$ cat src/pgc_params.svh
/*
  Constants for the port global configuration block: register offsets,
  field positions, power-on values and timing figures.
  Assumes a 250 MHz core clock and byte-wide internal register access.
*/
`ifndef PGC_PARAMS_SVH
`define PGC_PARAMS_SVH

// register offsets
`define PGC_OFF_GLOBAL 8'h40
`define PGC_OFF_DIR 8'h41
`define PGC_OFF_DEBOUNCE 8'h42
`define PGC_OFF_DRIVE 8'h43
`define PGC_OFF_TIMEOUT_FLAG 8'h48
`define PGC_OFF_PORT_LAST 8'h5f

// global configuration fields
`define PGC_BIT_ROTARY 7
`define PGC_BIT_TMO_IE 5
`define PGC_BIT_ENABLE 4
`define PGC_BIT_SOFT_RST 3
`define PGC_FADE_MSB 2

// sleep flag position in the key-switch config register
`define PGC_BIT_KEY_SLEEP 7

// power-on values
`define PGC_RST_GLOBAL 8'h00
`define PGC_RST_DIR 8'h00
`define PGC_RST_DEBOUNCE 5'h00
`define PGC_RST_DRIVE 8'hc0

// timing figures
`define PGC_CLK_KHZ 250000
`define PGC_DEB_BASE_MS 9
`define PGC_FADE_BASE_MS 256
`define PGC_FADE_STEPS 16

`endif

$ cat src/pgc_pkg.sv
/*
  Types shared by the port global configuration block.
  Assumes pgc_params.svh carries all numeric constants.
*/
`default_nettype none
package pgc_pkg;
  // fade sequencer, one-hot
  typedef enum logic [3:0] {
    PGC_FADE_LOW = 4'h1,
    PGC_FADE_RISE = 4'h2,
    PGC_FADE_HIGH = 4'h4,
    PGC_FADE_FALL = 4'h8
  } pgc_fade_t;
endpackage : pgc_pkg
`default_nettype wire

$ cat src/pgc_global_cfg.sv
/*
  Port global configuration block: global config, direction, input
  debounce and drive-current registers, timeout interrupt, shutdown
  control, soft reset of the port registers and the common fade ramp.
  Assumes the serial-bus engine presents byte accesses as single-cycle
  strobes synchronous to clk_i, and that key_sleep_i mirrors the
  key-switch sleep bit.
  Port registers from 0x44 up are cleared by the port_regs_reset_o pulse.
*/
`timescale 1ns/100ps
`default_nettype none
`include "pgc_params.svh"

module pgc_global_cfg
  import pgc_pkg::*;
#(
  parameter int NPORT = 8,
  parameter int MS_CYC = `PGC_CLK_KHZ,
  parameter int FADE_UNIT_CYC = `PGC_FADE_BASE_MS * (`PGC_CLK_KHZ / `PGC_FADE_STEPS)
) (
  input wire logic clk_i,
  input wire logic srst_i,
  input wire logic wr_en_i,
  input wire logic rd_en_i,
  input wire logic [7:0] addr_i,
  input wire logic [7:0] wdata_i,
  output logic [7:0] rdata_o,
  input wire logic bus_timeout_i,
  input wire logic key_sleep_i,
  input wire logic fade_on_i,
  input wire logic [7:0] common_pwm_i,
  input wire logic [NPORT-1:0] port_pins_i,
  output logic port_interrupt_out_o,
  output logic upper_pin_pair_rotary_o,
  output logic [NPORT-1:0] port_dir_o,
  output logic [NPORT-1:0] general_inputs_o,
  output logic [1:0] drive_sel_o,
  output logic ports_shutdown_o,
  output logic device_shutdown_o,
  output logic port_regs_reset_o,
  output logic [7:0] fade_duty_o
);

  // refuse settings the counters cannot hold
  // stopping at elaboration beats letting a short counter wrap in silence
  if (NPORT != 8 || MS_CYC < 1 || FADE_UNIT_CYC < 1 ||
      FADE_UNIT_CYC > 32'h07ff_ffff) begin : g_bad_params
    $error("pgc_global_cfg: unsupported parameter values");
  end

  // address match helper, used by the write and read decoders
  // keeps every decoder comparing the full 8-bit offset
  function automatic logic hit(input logic [7:0] a, input logic [7:0] off);
    hit = (a == off);
  endfunction : hit

  // host-visible storage; port registers from 0x44 up live elsewhere
  logic [7:0] glob_q; // global config, bit 3 never stored
  logic [7:0] dir_q; // port direction
  logic [4:0] deb_q; // debounce code, upper bits read zero
  logic [7:0] drv_q; // drive-current register
  logic tmo_flag_q; // bus timeout seen, not yet read
  // output flops, so every port leaves the block straight from a register
  logic [7:0] rdata_q; // read data, held between reads
  logic soft_rst_q; // port register reset pulse
  logic irq_q; // interrupt level
  logic shut_q; // port section off
  logic dev_shut_q; // whole device off

  // section enable, bit 4 of the global register
  wire logic enabled = glob_q[`PGC_BIT_ENABLE];
  // a write to 0x40 lands whatever the enable state
  wire logic wr_glob = wr_en_i && hit(addr_i, `PGC_OFF_GLOBAL);
  wire logic soft_rst = wr_glob && wdata_i[`PGC_BIT_SOFT_RST];
  // frozen registers ignore writes while the section is off
  wire logic wr_open = wr_en_i && enabled && !soft_rst;
  // a read of the flag register clears it unless a timeout arrives in the same cycle
  wire logic rd_flag = rd_en_i && hit(addr_i, `PGC_OFF_TIMEOUT_FLAG);

  // global config; a set soft-reset bit clears the whole register
  // bit 3 is momentary: it triggers the reset and is never kept
  // reserved bit 6 is forced low so it always reads back zero
  always_ff @(posedge clk_i) begin
    if (srst_i || soft_rst) begin
      glob_q <= `PGC_RST_GLOBAL;
    end else if (wr_glob) begin
      glob_q <= {wdata_i[7], 1'b0, wdata_i[5:4], 1'b0, wdata_i[2:0]};
    end
  end

  // direction, debounce and drive registers
  // soft reset outranks a same-cycle write, so nothing half-lands
  always_ff @(posedge clk_i) begin
    if (srst_i || soft_rst) begin
      dir_q <= `PGC_RST_DIR;
      deb_q <= `PGC_RST_DEBOUNCE;
      drv_q <= `PGC_RST_DRIVE;
    end else if (wr_open) begin
      // bit n steers port n
      if (hit(addr_i, `PGC_OFF_DIR)) begin
        dir_q <= wdata_i;
      end
      // only the five code bits are kept; the rest read zero
      if (hit(addr_i, `PGC_OFF_DEBOUNCE)) begin
        deb_q <= wdata_i[4:0];
      end
      // reserved bits stored as written; the host keeps them at 11/0000
      if (hit(addr_i, `PGC_OFF_DRIVE)) begin
        drv_q <= wdata_i;
      end
    end
  end

  // timeout flag: a new timeout beats the clearing read
  // so a timeout racing the read is never lost; only one flag bit is kept
  always_ff @(posedge clk_i) begin
    if (srst_i) begin
      tmo_flag_q <= 1'b0;
    end else if (bus_timeout_i) begin
      tmo_flag_q <= 1'b1;
    end else if (rd_flag) begin
      tmo_flag_q <= 1'b0;
    end
  end

  // registered read data, one cycle after the strobe
  // holds until the next read; unmapped offsets read zero
  always_ff @(posedge clk_i) begin
    if (srst_i) begin
      rdata_q <= 8'h00;
    end else if (rd_en_i) begin
      case (addr_i)
        `PGC_OFF_GLOBAL: rdata_q <= glob_q;
        `PGC_OFF_DIR: rdata_q <= dir_q;
        `PGC_OFF_DEBOUNCE: rdata_q <= {3'h0, deb_q};
        `PGC_OFF_DRIVE: rdata_q <= drv_q;
        // the timeout flag reads back in bit 0
        `PGC_OFF_TIMEOUT_FLAG: rdata_q <= {7'h00, tmo_flag_q};
        default: rdata_q <= 8'h00;
      endcase
    end
  end

  // status outputs, all registered
  // shutdown flags trail the enable bit by a cycle, the price of flop outputs
  always_ff @(posedge clk_i) begin
    if (srst_i) begin
      soft_rst_q <= 1'b0;
      irq_q <= 1'b0;
      shut_q <= 1'b1;
      dev_shut_q <= 1'b0;
    end else begin
      // one-cycle pulse clears the port registers held outside this block
      soft_rst_q <= soft_rst;
      // interrupt follows the flag only while the timeout interrupt enable bit is set; a timeout in the
      // clearing read cycle keeps it up, matching the flag
      irq_q <= glob_q[`PGC_BIT_TMO_IE] && (bus_timeout_i || (tmo_flag_q && !rd_flag));
      shut_q <= !enabled;
      // key sleep only matters once the section is off
      dev_shut_q <= !enabled && key_sleep_i;
    end
  end

  // per-port debounce: ms tick shared, count per port
  // one shared prescaler saves a wide counter per port; the free-running
  // tick phase means a change may land up to one millisecond early
  logic [31:0] ms_cnt_q;
  wire logic ms_tick = (ms_cnt_q == 32'(MS_CYC - 1));
  wire logic [5:0] deb_limit = 6'(`PGC_DEB_BASE_MS) + {1'b0, deb_q};

  // prescaler restarts on its own tick
  always_ff @(posedge clk_i) begin
    if (srst_i || ms_tick) begin
      ms_cnt_q <= 32'h0;
    end else begin
      ms_cnt_q <= ms_cnt_q + 32'h1;
    end
  end

  logic [NPORT-1:0] gin_q;
  genvar g;
  generate
    for (g = 0; g < NPORT; g++) begin : g_deb
      logic [5:0] cnt_q;
      // restart the count whenever the pin agrees with the held level
      // outputs and a shut section keep the last debounced level
      always_ff @(posedge clk_i) begin
        if (srst_i) begin
          cnt_q <= 6'h00;
          gin_q[g] <= 1'b0;
        end else if (!enabled || dir_q[g]) begin
          cnt_q <= 6'h00; // inputs off or port is output: hold
        end else if (port_pins_i[g] == gin_q[g]) begin
          cnt_q <= 6'h00;
        end else if (ms_tick) begin
          if (cnt_q + 6'h01 >= deb_limit) begin
            gin_q[g] <= port_pins_i[g];
            cnt_q <= 6'h00;
          end else begin
            cnt_q <= cnt_q + 6'h01;
          end
        end
      end
    end
  endgenerate

  // fade ramp: 17 levels, 16 equal intervals
  // step_q runs 0 to 16; duty is the common level times step over 16
  pgc_fade_t fade_q;
  logic [4:0] step_q;
  logic [31:0] fcnt_q;
  logic [7:0] duty_q;
  wire logic [2:0] fcode = glob_q[`PGC_FADE_MSB:0];
  // codes 6 and 7 have no defined period, so they jump like code 0
  wire logic fade_none = (fcode == 3'h0) || (fcode > 3'h5); // undefined codes act as none
  // interval doubles with each code step
  wire logic [31:0] interval = 32'(FADE_UNIT_CYC) << (fcode - 3'h1);
  wire logic fstep = (fcnt_q >= interval - 32'h1);
  wire logic [12:0] prod = 13'(common_pwm_i) * 13'(step_q);

  always_ff @(posedge clk_i) begin
    if (srst_i) begin
      fade_q <= PGC_FADE_LOW;
      step_q <= 5'h00;
      fcnt_q <= 32'h0;
    end else if (!enabled) begin
      fcnt_q <= 32'h0; // pwm shut down, ramp frozen
    end else if (fade_none) begin
      step_q <= fade_on_i ? 5'h10 : 5'h00; // no fading: jump
      fade_q <= fade_on_i ? PGC_FADE_HIGH : PGC_FADE_LOW;
      fcnt_q <= 32'h0;
    end else begin
      case (fade_q)
        // idle at zero until asked to rise
        PGC_FADE_LOW: if (fade_on_i) begin
          fade_q <= PGC_FADE_RISE;
          fcnt_q <= 32'h0;
        end
        // held at full until asked to fall
        PGC_FADE_HIGH: if (!fade_on_i) begin
          fade_q <= PGC_FADE_FALL;
          fcnt_q <= 32'h0;
        end
        // ramping in either direction
        PGC_FADE_RISE, PGC_FADE_FALL: begin
          // a reversal restarts the interval but keeps the current step
          if (fade_on_i != (fade_q == PGC_FADE_RISE)) begin
            fade_q <= fade_on_i ? PGC_FADE_RISE : PGC_FADE_FALL; // reverse mid-ramp
            fcnt_q <= 32'h0;
          end else if (fstep) begin
            fcnt_q <= 32'h0;
            // end steps saturate, so a reversal at either end cannot wrap
            if (fade_q == PGC_FADE_RISE) begin
              step_q <= (step_q >= 5'h10) ? 5'h10 : step_q + 5'h01;
              if (step_q >= 5'h0f) fade_q <= PGC_FADE_HIGH;
            end else begin
              step_q <= (step_q == 5'h00) ? 5'h00 : step_q - 5'h01;
              if (step_q <= 5'h01) fade_q <= PGC_FADE_LOW;
            end
          end else begin
            fcnt_q <= fcnt_q + 32'h1;
          end
        end
        default: fade_q <= PGC_FADE_LOW;
      endcase
    end
  end

  // duty = common level scaled by step/16; zero while shut down
  // 255 times 16 fits in 12 bits, so bits 11:4 never overflow
  // forcing zero while off keeps a stale level away from the drivers
  always_ff @(posedge clk_i) begin
    if (srst_i) begin
      duty_q <= 8'h00;
    end else begin
      duty_q <= enabled ? prod[11:4] : 8'h00;
    end
  end

  // every output comes straight from its flop
  assign rdata_o = rdata_q;
  assign port_interrupt_out_o = irq_q;
  assign upper_pin_pair_rotary_o = glob_q[`PGC_BIT_ROTARY];
  assign port_dir_o = dir_q;
  assign general_inputs_o = gin_q;
  assign drive_sel_o = drv_q[1:0];
  assign ports_shutdown_o = shut_q;
  assign device_shutdown_o = dev_shut_q;
  assign port_regs_reset_o = soft_rst_q;
  assign fade_duty_o = duty_q;

endmodule : pgc_global_cfg
`default_nettype wire

$ cat config.mk
export PLATFORM = sky130hd
export DESIGN_NAME = pgc_global_cfg
export DESIGN_NICKNAME = d
export VERILOG_FILES = /design/src/pgc_pkg.sv /design/src/pgc_global_cfg.sv
export VERILOG_INCLUDE_DIRS = /design/src /design/src/src
export SDC_FILE = /design/constraint.sdc
export NUM_CORES = 1
export LEC_CHECK = 0
export BUFFER_PORTS_ARGS = -buffer_cell sky130_fd_sc_hd__buf_2
export CORE_AREA = 2 2 151 153
export DETAILED_ROUTE_END_ITERATION = 7
export DIE_AREA = 0 0 153 155
export PLACE_DENSITY = 0.74
export SETUP_SLACK_MARGIN = 0.5
export SYNTH_ARGS = -nofsm -noshare
export SYNTH_HDL_FRONTEND = slang
export SYNTH_SLANG_ARGS = --single-unit
$ cat constraint.sdc
create_clock -name clk_i -period 5.3 [get_ports clk_i]
set_clock_uncertainty 0.15 [all_clocks]
set_input_delay 0.53 -clock clk_i [delete_from_list [all_inputs] [get_ports clk_i]]
set_output_delay 0.53 -clock clk_i [all_outputs]
set_load 0.01 [all_outputs]
==> results of run 1 <==
-- synthesized netlist by cell type, drive strengths merged, types with 10 or more instances --
cell	instances	area, sq um
a21oi	100	500
buf	27	125
dfxtp	177	3540
a21o	18	135
xor2	55	482
nor4	24	165
clkbuf	37	139
nor2	136	515
nand2	141	532
ha	117	1460
fa	16	320
o31ai	28	210
mux2i	22	220
inv	65	244
or3	13	81.3
nand3	91	460
nand4	20	125
xnor2	59	517
nor3	37	201
and3	33	206
o21ai	36	184
o21a	10	75.1
nand2b	11	68.8
and2	29	181
a211o	11	96.3
-- critical path: stages (launching register included) --
cell	delay, ps
sky130_fd_sc_hd__dfxtp_1	420
sky130_fd_sc_hd__nand2_1	120
sky130_fd_sc_hd__fa_1	520
sky130_fd_sc_hd__fa_1	520
sky130_fd_sc_hd__fa_1	550
sky130_fd_sc_hd__inv_1	40
sky130_fd_sc_hd__ha_1	330
sky130_fd_sc_hd__and4_1	200
sky130_fd_sc_hd__a221o_1	360
sky130_fd_sc_hd__o41a_1	380
sky130_fd_sc_hd__and4_4	220
sky130_fd_sc_hd__a2111oi_4	330
sky130_fd_sc_hd__xnor2_1	150
sky130_fd_sc_hd__nor2_1	60
-- metal layers --
metal / wire, um / global-route usage, % / share of wire [%] / vias up
met4: 673 / 7.36 / 2.5 / 6
met3: 1190 / 4.26 / 4.3 / 54
met1: 13200 / 31.8 / 48 / 4776
li1: - / - / - / 5070
met2: 12300 / 37.6 / 45 / 239
met5: 27 / 0 / 0.098 / -
-- worst paths after layout --
check / to / slack (ps) / cells past startpoint / from
hold reg to reg: ms_cnt_q[0]$_SDFF_PP0_ / 290 / 1 / ms_cnt_q[0]$_SDFF_PP0_
hold / removal: device_shutdown_o$_SDFF_PP0_ / 200 / 2 / key_sleep_i
setup reg to reg: fade_duty_o[7]$_SDFF_PP0_ / 820 / 13 / step_q[4]$_SDFFE_PP0P_
setup / recovery: fade_duty_o[7]$_SDFF_PP0_ / 820 / 13 / step_q[4]$_SDFFE_PP0P_
-- registers in the layout (all words and copies together) (netlist names) --
| register | count |
|---|---|
| tmo_flag_q | 1 |
| rdata_o | 8 |
| port_regs_reset_o | 1 |
| g_deb.cnt_q | 48 |
| fade_duty_o | 8 |
| port_dir_o | 8 |
| glob_q | 6 |
| step_q | 5 |
| fade_q | 4 |
| fcnt_q | 32 |
| device_shutdown_o | 1 |
| general_inputs_o | 8 |
| ports_shutdown_o | 1 |
| port_interrupt_out_o | 1 |
| ms_cnt_q | 32 |
| drv_q | 8 |
| deb_q | 5 |
-- through the flow --
step / util [%] / cell area, sq um / hold WS [ps] / total power, uW / setup WS [ps]
global placement: 55.1 / 12200 / 276 / 1430 / 647
floorplan: - / 11700 / 268 / 1400 / 544
global route: 57.7 / 12800 / 201 / 2730 / 464
finish: 57.7 / 12800 / 203 / 2650 / 819
CTS: 57.7 / 12800 / 193 / 2670 / 607
detailed placement: 55.1 / 12200 / 284 / 1430 / 599
-- power groups by stage --
stage,Sequential (uW),Combinational [uW],Clock (uW)
final,1330,64.7,1250
after global routing,1330,71.4,1320
after CTS,1330,64.6,1270
after detailed placement,1360,64.3,0
after global placement,1360,63.5,0
after floorplan,1360,32.4,0
-- final cells by class --
class	instances	area [sq um]
fill	2009	9400
multi-input combinational	1101	7630
sequential	177	3540
clock buffer	23	468
timing repair buffer	88	468
tap	285	357
inverter	66	249
clock inverter	8	105
antenna	2	5.00
-- what timing repair did --
item                       4_1_cts  5_1_grt
hold endpoints to repair         0        0
gates resized for setup          0        2
setup endpoints to repair        0       36
-- logic make-up after synthesis --
logic type	count (synthesis)	share of synthesized area (%)
simple gates	567	24.1
compound gates	254	14.2
fa+ha+maj	134	15.4
other cells	1	0.0321
flops	177	30.4
xor+xnor	114	8.55
buf+inv	130	4.39
mux	29	2.95
==> load_flow_metrics.sql, run 1 <==
INSERT INTO impl_metrics (metric_group, metric, value, unit) VALUES
('power', 'power_leakage', '0.00533', 'uW'),
('global_route', 'grt_pass1_wl', '46.2', 'mm'),
('sta', 'max_freq', '223', 'MHz'),
('sta', 'timing.final.hold_violations', '0', ''),
('route', 'drcViolationCount', '0', ''),
('clocking', 'path_clk_slew', '70', 'ps'),
('yosys', 'async_flop_share', '0', '%'),
('sta', 'worst_slew_margin_rel', '33.4', '%'),
('global_route', 'globalRoute.totalOverflow', '0', ''),
('place', 'hpwlAfterDp', '19.9', 'mm'),
('yosys', 'syn-mean-instance-area', '8.30', 'sq um'),
('power', 'internal-power', '2070', 'uW'),
('floorplanning', 'die-width', '153', 'um'),
('worst_setup_path', 'critPathKind', 'reg2reg', ''),
('place', 'place_congestion', '0.909', ''),
('worst_setup_path', 'critical_path.startpoint_type', 'register', ''),
('route', 'wire_per_inst', '15.7', 'um'),
('route', 'postRouteAntennaNets', '0', ''),
('floorplanning', 'die_outline_area', '23700', 'sq um'),
('run_status', 'outcome', 'finished, final reports clean', ''),
('sta', 'rsz0062_at_grt', 'true', ''),
('worst_setup_path', 'arrival', '4620', 'ps'),
('yosys', 'ys_ff_latch', '177', ''),
('power', 'total_net_switching_power', '576', 'uW'),
('clocking', 'tritoncts.num_buffers', '17', ''),
('yosys', 'syn_inst', '1406', ''),
('sta', 'period_share', '84.5', '%'),
('floorplanning', 'initial_utilization', '52.5', '%'),
('sta', 'setup_total_negative_slack', '0', 'ps'),
('layout', 'post_route_cells_drive_above_1_share', '9.91', '%'),
('clocking', 'htree_num_levels', '4', ''),
('route', 'drt_first_iter_violations', '660', ''),
('route', 'drt-vias-per-instance', '5.80', ''),
('sta', 'fin_crit', '4480', 'ps'),
('floorplanning', 'core_area', '22200', 'sq um'),
('sta', 'drv_slew', '0', ''),
('layout', 'most_common_cell_after_layout_fill_and_taps_aside', 'sky130_fd_sc_hd__dfxtp_1', ''),
('yosys', 'synth_flop_cell', 'sky130_fd_sc_hd__dfxtp_1', ''),
('floorplanning', 'placementRows', '55', ''),
('clocking', 'clock-sinks', '177', ''),
('layout', 'fin_cells', '1750', ''),
('clocking', 'postCtsSetupBuffers', '0', ''),
('min_path', 'holdCritPathClass', 'in2reg', ''),
('place', 'post_placement_cell_count', '1717', ''),
('global_route', 'grt_max_degree', '59', ''),
('power', 'netSwitchingFraction', '21.7', '%'),
('power', 'comb_pwr_share', '2.4', '%'),
('clocking', 'clock_root_buffer', 'sky130_fd_sc_hd__clkbuf_16', ''),
('yosys', 'part_of_the_yosys_area_used_for_sequential_elements', '30.4', '%'),
('yosys', 'netlist-cell-type-count', '74', ''),
('power', 'power_density', '207', 'nW/um^2'),
('layout', 'fin_nets', '1623', ''),
('clocking', 'worstSkewPairLatency', '430', 'ps'),
('layout', 'area_growth', '9.93', '%'),
('global_route', 'first_global_vias', '9540', ''),
('clocking', 'tritoncts', 'built', ''),
('clocking', 'cts_hold_buf', '0', ''),
('worst_setup_path', 'worst_ep_required_time', '5440', 'ps'),
('yosys', 'netlist_area', '11700', 'sq um'),
('floorplanning', 'floorplan.die.height', '155', 'um'),
('sta', 'worst-slew-pin-transition', '996', 'ps'),
('yosys', 'ys_warn_count', '0', ''),
('layout', 'layout.cells.most_common_list', 'sky130_fd_sc_hd__dfxtp_1 (176), sky130_fd_sc_hd__nand2_1 (140), sky130_fd_sc_hd__nor2_1 (134)', ''),
('sta', 'setup_viol_count_final', '0', ''),
('power', 'clock_power_share', '47.2', '%'),
('floorplanning', 'floorplan.io_pins', '78', ''),
('place', 'port_buffers', '77', ''),
('global_route', 'track_usage', '23.3', '%'),
('worst_setup_path', 'crit_path_max_fanout', '5', ''),
('power', 'vdd.ir_drop.worst', '0.199', 'mV'),
('power', 'power.sequential.fraction', '50.4', '%'),
('route', 'routed_via_count', '10100', ''),
('route', 'drt_wl_total', '27.4', 'mm'),
('route', 'drt_first_pass_iters', '5', ''),
('global_route', 'antenna_found_initial', '5', ''),
('yosys', 'synth-edff-count', '0', ''),
('flow_run', 'cap_viol_max_count', '0', ''),
('clocking', 'clockBufferDepth', '2', ''),
('worst_setup_path', 'critical_path.endpoint_type', 'register', '');
(Power assumes the default switching activity.)
==> run 2, diff against run 1 <==
--- a/config.mk
+++ b/config.mk
@@ -10,7 +10,7 @@
 export CORE_AREA = 2 2 151 153
 export DETAILED_ROUTE_END_ITERATION = 7
 export DIE_AREA = 0 0 153 155
-export PLACE_DENSITY = 0.74
+export PLACE_DENSITY = 0.77
 export SETUP_SLACK_MARGIN = 0.5
 export SYNTH_ARGS = -nofsm -noshare
 export SYNTH_HDL_FRONTEND = slang
==> constraint.sdc (replaced) <==
create_clock -name clk_i -period 4 [get_ports clk_i]
set_clock_uncertainty 0.15 [all_clocks]
set_input_delay 0.4 -clock clk_i [delete_from_list [all_inputs] [get_ports clk_i]]
set_output_delay 0.4 -clock clk_i [all_outputs]
set_load 0.01 [all_outputs]
==> run 2 against run 1 <==
Compared with the run above: the run now ends with setup timing left; via count increased by 5.9%; wire length up 14%; sequential power is 33% higher; worst hold slack got worse by 130 ps; sequential share of layout area shrank 2.8 points; critical path type unchanged; largest cell class unchanged; highest routed layer unchanged.
==> load_flow_metrics.sql, run 2 (synthesized netlist as in run 1, its figures left out) <==
INSERT INTO impl_metrics (metric_group, metric, value, unit) VALUES
('run_status', 'outcome', 'finished with violations', ''),
('run_status', 'failing_checks', 'setup timing', ''),
('clocking', 'tritoncts', 'built', ''),
('route', 'postRouteAntennaNets', '0', ''),
('power', 'netSwitchingFraction', '23.2', '%'),
('sta', 'period_share', '100', '%'),
('floorplanning', 'floorplan.die.height', '155', 'um'),
('worst_setup_path', 'crit_path_frequent_cell', 'sky130_fd_sc_hd__fa_1', ''),
('worst_setup_path', 'cp_cell_sequence', 'and2_1, fa_1, fa_1, fa_1, ha_4, and4_1, a221o_1, o41a_1, and4_4, a2111oi_4, xnor2_1, nor2_1', ''),
('layout', 'fill_cell_count', '1742', ''),
('global_route', 'grt_pass1_wl', '49.4', 'mm'),
('floorplanning', 'die-width', '153', 'um'),
('power', 'power_leakage', '0.00594', 'uW'),
('power', 'clock_power_share', '47.7', '%'),
('layout', 'fin_cells', '1828', ''),
('power', 'vdd.ir_drop.worst', '0.253', 'mV'),
('sta', 'setup_total_negative_slack', '-0.354', 'ps'),
('place', 'port_buffers', '77', ''),
('power', 'power_density', '249', 'nW/um^2'),
('worst_setup_path', 'worst_ep_required_time', '4180', 'ps'),
('clocking', 'clock-sinks', '177', ''),
('route', 'drt_wl_total', '31.2', 'mm'),
('floorplanning', 'initial_utilization', '52.5', '%'),
('flow_run', 'cap_viol_max_count', '0', ''),
('worst_setup_path', 'crit_path_leading_delay_family', 'adder cells', ''),
('power', 'power.sequential.fraction', '49.6', '%'),
('place', 'place_congestion', '0.849', ''),
('min_path', 'hold-path-endpoint', 'device_shutdown_o$_SDFF_PP0_', ''),
('worst_setup_path', 'timing.critical_path.slowest_cell_delay', '550', 'ps'),
('global_route', 'track_usage', '25.2', '%'),
('clocking', 'path_clk_slew', '70', 'ps'),
('route', 'drcViolationCount', '0', ''),
('sta', 'rsz0062_at_grt', 'true', ''),
('sta', 'max_freq', '250', 'MHz'),
('sta', 'drv_slew', '0', ''),
('power', 'internal-power', '2730', 'uW'),
('clocking', 'clock_root_buffer', 'sky130_fd_sc_hd__clkbuf_16', ''),
('floorplanning', 'die_outline_area', '23700', 'sq um'),
('layout', 'largest_register_ffs', '48', ''),
('worst_setup_path', 'crit_path_max_fanout', '4', ''),
('min_path', 'timing.hold.worst_path_depth', '2', ''),
('worst_setup_path', 'worst-r2r-cell-count', '12', ''),
('route', 'wire_per_inst', '17.1', 'um'),
('layout', 'largest-register', 'g_deb.cnt_q', ''),
('route', 'drt_first_pass_iters', '5', ''),
('layout', 'layout.cells.most_common_list', 'sky130_fd_sc_hd__dfxtp_1 (171), sky130_fd_sc_hd__nand2_1 (129), sky130_fd_sc_hd__nor2_1 (112)', ''),
('place', 'post_placement_cell_count', '1748', ''),
('worst_setup_path', 'worst_flop_to_flop_path_startpoint', 'step_q[4]$_SDFFE_PP0P_', ''),
('route', 'drt-vias-per-instance', '5.88', ''),
('global_route', 'antenna_found_initial', '4', ''),
('power', 'report.power.total', '3560', 'uW'),
('sta', 'hold_slack', '76.2', 'ps'),
('layout', 'post_route_cells_drive_above_1_share', '20.7', '%'),
('clocking', 'tritoncts.num_buffers', '17', ''),
('power', 'comb_pwr_share', '2.7', '%'),
('layout', 'finish.utilization', '64.4', '%'),
('place', 'hpwlAfterDp', '20.7', 'mm'),
('min_path', 'hold_path.startpoint', 'key_sleep_i', ''),
('worst_setup_path', 'critPathKind', 'reg2reg', ''),
('clocking', 'cts_hold_buf', '0', ''),
('min_path', 'holdCritPathClass', 'in2reg', ''),
('worst_setup_path', 'timing.rr.end', 'fade_duty_o[7]$_SDFF_PP0_', ''),
('worst_setup_path', 'cp_num_buf_inv', '0', ''),
('worst_setup_path', 'r2r_setup_slk', '-0.4', 'ps'),
('worst_setup_path', 'critical_path.startpoint_type', 'register', ''),
('route', 'routed_via_count', '10700', ''),
('sta', 'layout_setup_ws', '-0.354', 'ps'),
('floorplanning', 'core_area', '22200', 'sq um'),
('power', 'total_net_switching_power', '826', 'uW'),
('sta', 'fin_crit', '4000', 'ps'),
('global_route', 'grt_max_degree', '58', ''),
('worst_setup_path', 'critical_path.endpoint_type', 'register', ''),
('worst_setup_path', 'standard_cell_with_the_maximum_stage_delay_on_the_critical_path', 'sky130_fd_sc_hd__fa_1', ''),
('clocking', 'clockBufferDepth', '2', ''),
('sta', 'timing.final.hold_violations', '0', ''),
('layout', 'most_common_cell_after_layout_fill_and_taps_aside', 'sky130_fd_sc_hd__dfxtp_1', ''),
('sta', 'worst-slew-pin-transition', '1030', 'ps'),
('floorplanning', 'placementRows', '55', ''),
('sta', 'setup_viol_count_final', '1', ''),
('floorplanning', 'floorplan.io_pins', '78', ''),
('layout', 'area_growth', '22.6', '%'),
('global_route', 'globalRoute.totalOverflow', '0', ''),
('clocking', 'htree_num_levels', '4', ''),
('worst_setup_path', 'arrival', '4180', 'ps'),
('layout', 'fin_nets', '1699', ''),
('layout', 'biggestRegsByFlops', 'g_deb.cnt_q: 48 flops, fcnt_q: 32 flops, ms_cnt_q: 32 flops', ''),
('route', 'drt_first_iter_violations', '756', ''),
('sta', 'worst_slew_margin_rel', '31.5', '%'),
('global_route', 'first_global_vias', '10100', ''),
('clocking', 'worstSkewPairLatency', '430', 'ps');
run 2: cell types whose count changed in the layout (fill, tap and decap cells not counted), moves of 6 or more:
cell | previous run | this run
sky130_fd_sc_hd__a21oi_2 | 0 | 8
sky130_fd_sc_hd__nand2_1 | 140 | 129
sky130_fd_sc_hd__buf_12 | 0 | 6
sky130_fd_sc_hd__a21oi_1 | 100 | 90
sky130_fd_sc_hd__nor3_1 | 33 | 26
sky130_fd_sc_hd__nor2_1 | 134 | 112
sky130_fd_sc_hd__nand2_2 | 1 | 8
sky130_fd_sc_hd__ha_1 | 117 | 110
sky130_fd_sc_hd__ha_4 | 0 | 6
sky130_fd_sc_hd__nor2_4 | 0 | 23
sky130_fd_sc_hd__buf_4 | 11 | 55
sky130_fd_sc_hd__buf_6 | 0 | 22
run 2: worst register-to-register path: stages (launching register included):
cell,delay [ps]
sky130_fd_sc_hd__dfxtp_2,340
sky130_fd_sc_hd__and2_1,150
sky130_fd_sc_hd__fa_1,550
sky130_fd_sc_hd__fa_1,430
sky130_fd_sc_hd__fa_1,550
sky130_fd_sc_hd__ha_4,220
sky130_fd_sc_hd__and4_1,170
sky130_fd_sc_hd__a221o_1,350
sky130_fd_sc_hd__o41a_1,390
sky130_fd_sc_hd__and4_4,200
sky130_fd_sc_hd__a2111oi_4,200
sky130_fd_sc_hd__xnor2_1,150
sky130_fd_sc_hd__nor2_1,50
run 2: power groups by stage:
stage | clock (uW) | combinational (uW) | sequential, uW
floorplan | 0 | 43.7 | 1810
global placement | 0 | 89.4 | 1810
detailed placement | 0 | 90.6 | 1810
CTS | 1720 | 92.5 | 1770
global route | 1780 | 104 | 1770
finish | 1700 | 96.1 | 1770
run 2: metrics by stage:
step | setup slack (ps) | area (sq um)
after floorplan | -101 | 11900
after global placement | -152 | 12700
after detailed placement | -199 | 12700
after global routing | -152 | 14300
final | -0.354 | 14300
after CTS | 33.5 | 13900
run 2: how the worst max path moves through the flow:
stage	to	from	slack, ps	cells past startpoint
floorplan	fade_duty_o[7]$_SDFF_PP0_	step_q[2]$_SDFFE_PP0P_	-100	14
global placement	fade_duty_o[7]$_SDFF_PP0_	common_pwm_i[1]	-150	13
detailed placement	fade_duty_o[7]$_SDFF_PP0_	common_pwm_i[1]	-200	13
CTS	fade_duty_o[7]$_SDFF_PP0_	step_q[4]$_SDFFE_PP0P_	30	13
global route	fade_duty_o[7]$_SDFF_PP0_	step_q[4]$_SDFFE_PP0P_	-150	12
finish	fade_duty_o[7]$_SDFF_PP0_	step_q[4]$_SDFFE_PP0P_	-0.4	12
run 2: layout make-up:
class | instances | area [sq um] | share of cell area, %
multi-input cells | 1101 | 8280 | 57.9
flip-flops and latches | 177 | 3560 | 24.9
repair buffers | 164 | 1260 | 8.83
clock buffers | 18 | 429 | 3.00
well taps | 285 | 357 | 2.49
inverters | 66 | 259 | 1.81
clock inverters | 14 | 156 | 1.09
diodes | 3 | 7.51 | 0.0525
run 2: per-layer routing:
layer / global-route usage [%] / vias up / wire length [um]
met4: 7.94 / 2 / 742
met3: 4.54 / 59 / 1630
met1: 32.6 / 5154 / 13700
met2: 42.9 / 320 / 15100
li1: - / 5209 / -
met5: 0 / - / 13
run 2: what timing repair did:
| action | CTS | global route |
|---|---|---|
| cloned | 3 | 0 |
| pin swaps | 41 | 21 |
| setup endpoints to repair | 47 | 47 |
| setup buffers | 34 | 8 |
| gates resized for setup | 74 | 70 |
==> run 3, diff against run 2 <==
--- a/config.mk
+++ b/config.mk
@@ -11,7 +11,6 @@
 export DETAILED_ROUTE_END_ITERATION = 7
 export DIE_AREA = 0 0 153 155
 export PLACE_DENSITY = 0.77
-export SETUP_SLACK_MARGIN = 0.5
 export SYNTH_ARGS = -nofsm -noshare
 export SYNTH_HDL_FRONTEND = slang
 export SYNTH_SLANG_ARGS = --single-unit
==> run 3 against run 2 <==
Compared with the run above: the flow still finishes with violations (setup timing); non-clock buffer count is 39 lower; cell count fell by 2.1%; global-route usage fell by 1.1 points; clock-buffer cell count up 2; clock power hardly changed; first-iteration DRC count decreased by 27%; setup slack lost 19 ps; sequential share of layout area grew 1.8 points; flip-flop and latch count unchanged; critical path type unchanged; critical endpoint unchanged; largest power group unchanged.
==> load_flow_metrics.sql, run 3 (synthesized netlist as in run 1, its figures left out) <==
INSERT INTO impl_metrics (metric_group, metric, value, unit) VALUES
('sta', 'rsz0062_at_grt', 'true', ''),
('global_route', 'track_usage', '24.1', '%'),
('clocking', 'clock_root_buffer', 'sky130_fd_sc_hd__clkbuf_16', ''),
('worst_setup_path', 'critical_path.startpoint_type', 'register', ''),
('global_route', 'antenna_found_initial', '3', ''),
('sta', 'layout_setup_ws', '-19.8', 'ps'),
('global_route', 'first_global_vias', '9809', ''),
('clocking', 'tritoncts.num_buffers', '17', ''),
('layout', 'largest_register_ffs', '48', ''),
('clocking', 'clockBufferDepth', '2', ''),
('floorplanning', 'floorplan.io_pins', '78', ''),
('place', 'port_buffers', '77', ''),
('worst_setup_path', 'critical_path.endpoint_type', 'register', ''),
('sta', 'fin_crit', '4020', 'ps'),
('route', 'drt_first_iter_violations', '553', ''),
('floorplanning', 'initial_utilization', '52.5', '%'),
('sta', 'drv_slew', '0', ''),
('worst_setup_path', 'worst_ep_required_time', '4140', 'ps'),
('floorplanning', 'core_area', '22200', 'sq um'),
('power', 'vdd.ir_drop.worst', '0.231', 'mV'),
('global_route', 'globalRoute.totalOverflow', '0', ''),
('layout', 'post_route_cells_drive_above_1_share', '14.1', '%'),
('floorplanning', 'floorplan.die.height', '155', 'um'),
('power', 'power_leakage', '0.00557', 'uW'),
('sta', 'timing.final.hold_violations', '0', ''),
('floorplanning', 'die-width', '153', 'um'),
('route', 'drcViolationCount', '0', ''),
('layout', 'finish.instance_area', '13300', 'sq um'),
('clocking', 'worstSkewPairLatency', '430', 'ps'),
('min_path', 'holdCritPathClass', 'in2reg', ''),
('route', 'drt_first_pass_iters', '5', ''),
('route', 'routed_via_count', '10300', ''),
('clocking', 'clock-sinks', '177', ''),
('flow_run', 'cap_viol_max_count', '0', ''),
('layout', 'largest-register', 'g_deb.cnt_q', ''),
('worst_setup_path', 'crit_path_max_fanout', '4', ''),
('sta', 'max_freq', '249', 'MHz'),
('sta', 'setup_viol_count_final', '1', ''),
('layout', 'area_growth', '14.3', '%'),
('worst_setup_path', 'arrival', '4160', 'ps'),
('layout', 'layout.cells.most_common_list', 'sky130_fd_sc_hd__dfxtp_1 (172), sky130_fd_sc_hd__nand2_1 (138), sky130_fd_sc_hd__nor2_1 (134)', ''),
('layout', 'fin_nets', '1660', ''),
('clocking', 'htree_num_levels', '4', ''),
('clocking', 'path_clk_slew', '70', 'ps'),
('route', 'postRouteAntennaNets', '0', ''),
('worst_setup_path', 'critPathKind', 'reg2reg', ''),
('power', 'power_density', '268', 'nW/um^2'),
('place', 'dpl-instance-area', '12600', 'sq um'),
('route', 'drt_wl_total', '28.4', 'mm'),
('run_status', 'outcome', 'finished with violations', ''),
('place', 'hpwlAfterDp', '20.4', 'mm'),
('run_status', 'failing_checks', 'setup timing', ''),
('clocking', 'tritoncts', 'built', ''),
('place', 'dpl_worst_slack', '-250', 'ps'),
('floorplanning', 'placementRows', '55', ''),
('layout', 'biggestRegsByFlops', 'g_deb.cnt_q: 48 flops, fcnt_q: 32 flops, ms_cnt_q: 32 flops', ''),
('sta', 'worst_slew_margin_rel', '23.5', '%'),
('sta', 'period_share', '100', '%'),
('clocking', 'cts_hold_buf', '0', ''),
('global_route', 'grt_pass1_wl', '47.7', 'mm'),
('layout', 'most_common_cell_after_layout_fill_and_taps_aside', 'sky130_fd_sc_hd__dfxtp_1', ''),
('global_route', 'grt_max_degree', '59', ''),
('route', 'wire_per_inst', '15.9', 'um'),
('place', 'place_congestion', '0.878', ''),
('route', 'drt-vias-per-instance', '5.77', ''),
('floorplanning', 'die_outline_area', '23700', 'sq um'),
('sta', 'worst-slew-pin-transition', '1140', 'ps');
==> run 3: cell count changes in the layout (fill, tap and decap cells not counted), moves of 5 or more <==
cell                      change
sky130_fd_sc_hd__nor2_4      -23
sky130_fd_sc_hd__nand2_2      -6
sky130_fd_sc_hd__a21oi_1      +9
sky130_fd_sc_hd__buf_12       -5
sky130_fd_sc_hd__buf_6       -19
sky130_fd_sc_hd__a21oi_2      -7
sky130_fd_sc_hd__nor3_1       +6
sky130_fd_sc_hd__nor3_2       -5
sky130_fd_sc_hd__nor2_1      +22
sky130_fd_sc_hd__buf_4       -11
sky130_fd_sc_hd__nand2_1      +9
==> run 3: path summary, 6_finish.rpt <==
kind                            slack [ps]  cells after the start                         end                    from
worst min register to register         300                      1      ms_cnt_q[0]$_SDFF_PP0_  ms_cnt_q[0]$_SDFF_PP0_
worst min-delay path                    70                      3  port_dir_o[6]$_SDFFE_PP0P_              wdata_i[6]
worst max register to register         -20                     13   fade_duty_o[7]$_SDFF_PP0_  step_q[3]$_SDFFE_PP0P_
worst max-delay path                   -20                     13   fade_duty_o[7]$_SDFF_PP0_  step_q[3]$_SDFFE_PP0P_
==> run 3: final cells by class <==
type	count	area (sq um)
Tap cell	285	357
Sequential cell	177	3560
Clock buffer	20	457
Fill cell	1963	8890
Clock inverter	12	146
Antenna cell	3	7.51
Inverter	66	251
Multi-Input combinational cell	1101	7800
Timing Repair Buffer	125	769
==> run 3: worst max-delay path, cell delays in order, from the launching register on <==
cell and delay (ps):
sky130_fd_sc_hd__dfxtp_4 380, sky130_fd_sc_hd__nand2_4 50, sky130_fd_sc_hd__fa_1 570, sky130_fd_sc_hd__fa_1 450, sky130_fd_sc_hd__fa_1 540, sky130_fd_sc_hd__inv_2 50
sky130_fd_sc_hd__ha_4 210, sky130_fd_sc_hd__and4_1 170, sky130_fd_sc_hd__a221o_1 350, sky130_fd_sc_hd__o41a_1 360, sky130_fd_sc_hd__and4_4 200, sky130_fd_sc_hd__a2111oi_4 210
sky130_fd_sc_hd__xnor2_1 150, sky130_fd_sc_hd__nor2_1 50
==> run 3: power breakdown <==
| part | switching, uW | leakage, uW | internal [uW] |
|---|---|---|---|
| clock | 751 | 0.000291 | 969 |
| sequential | 2.58 | 0.00143 | 1760 |
| combinational | 58.3 | 0.00385 | 34.2 |
==> run 3: what timing repair did <==
item                                   CTS  global route
setup buffers                            1            10
pin swaps                                2            13
endpoints found under the hold margin    0             0
gates resized for setup                  3            20
setup endpoints to repair                2            44
==> run 3: layer usage <==
layer | vias up | wire length [um] | global-route usage, %
li1 | 5135 | - | -
met5 | - | 29 | 0
met2 | 244 | 13900 | 41.8
met4 | 4 | 719 | 7.41
met1 | 4887 | 12400 | 30.6
met3 | 53 | 1330 | 4.29
==> run 3: metrics by stage <==
stage | power [uW] | TNS, ps | hold WS [ps] | util, % | instances
finish | 3580 | -19.8 | 74.8 | 60.0 | 1789
global route | 3690 | -776 | 68.3 | 60.0 | 1787
CTS | 3600 | -12.2 | 61.1 | 59.3 | 1776
detailed placement | 1900 | -567 | 285 | 56.5 | 1743
global placement | 1900 | -441 | 276 | 56.5 | 1743
floorplan | 1850 | -126 | 268 | - | 1408
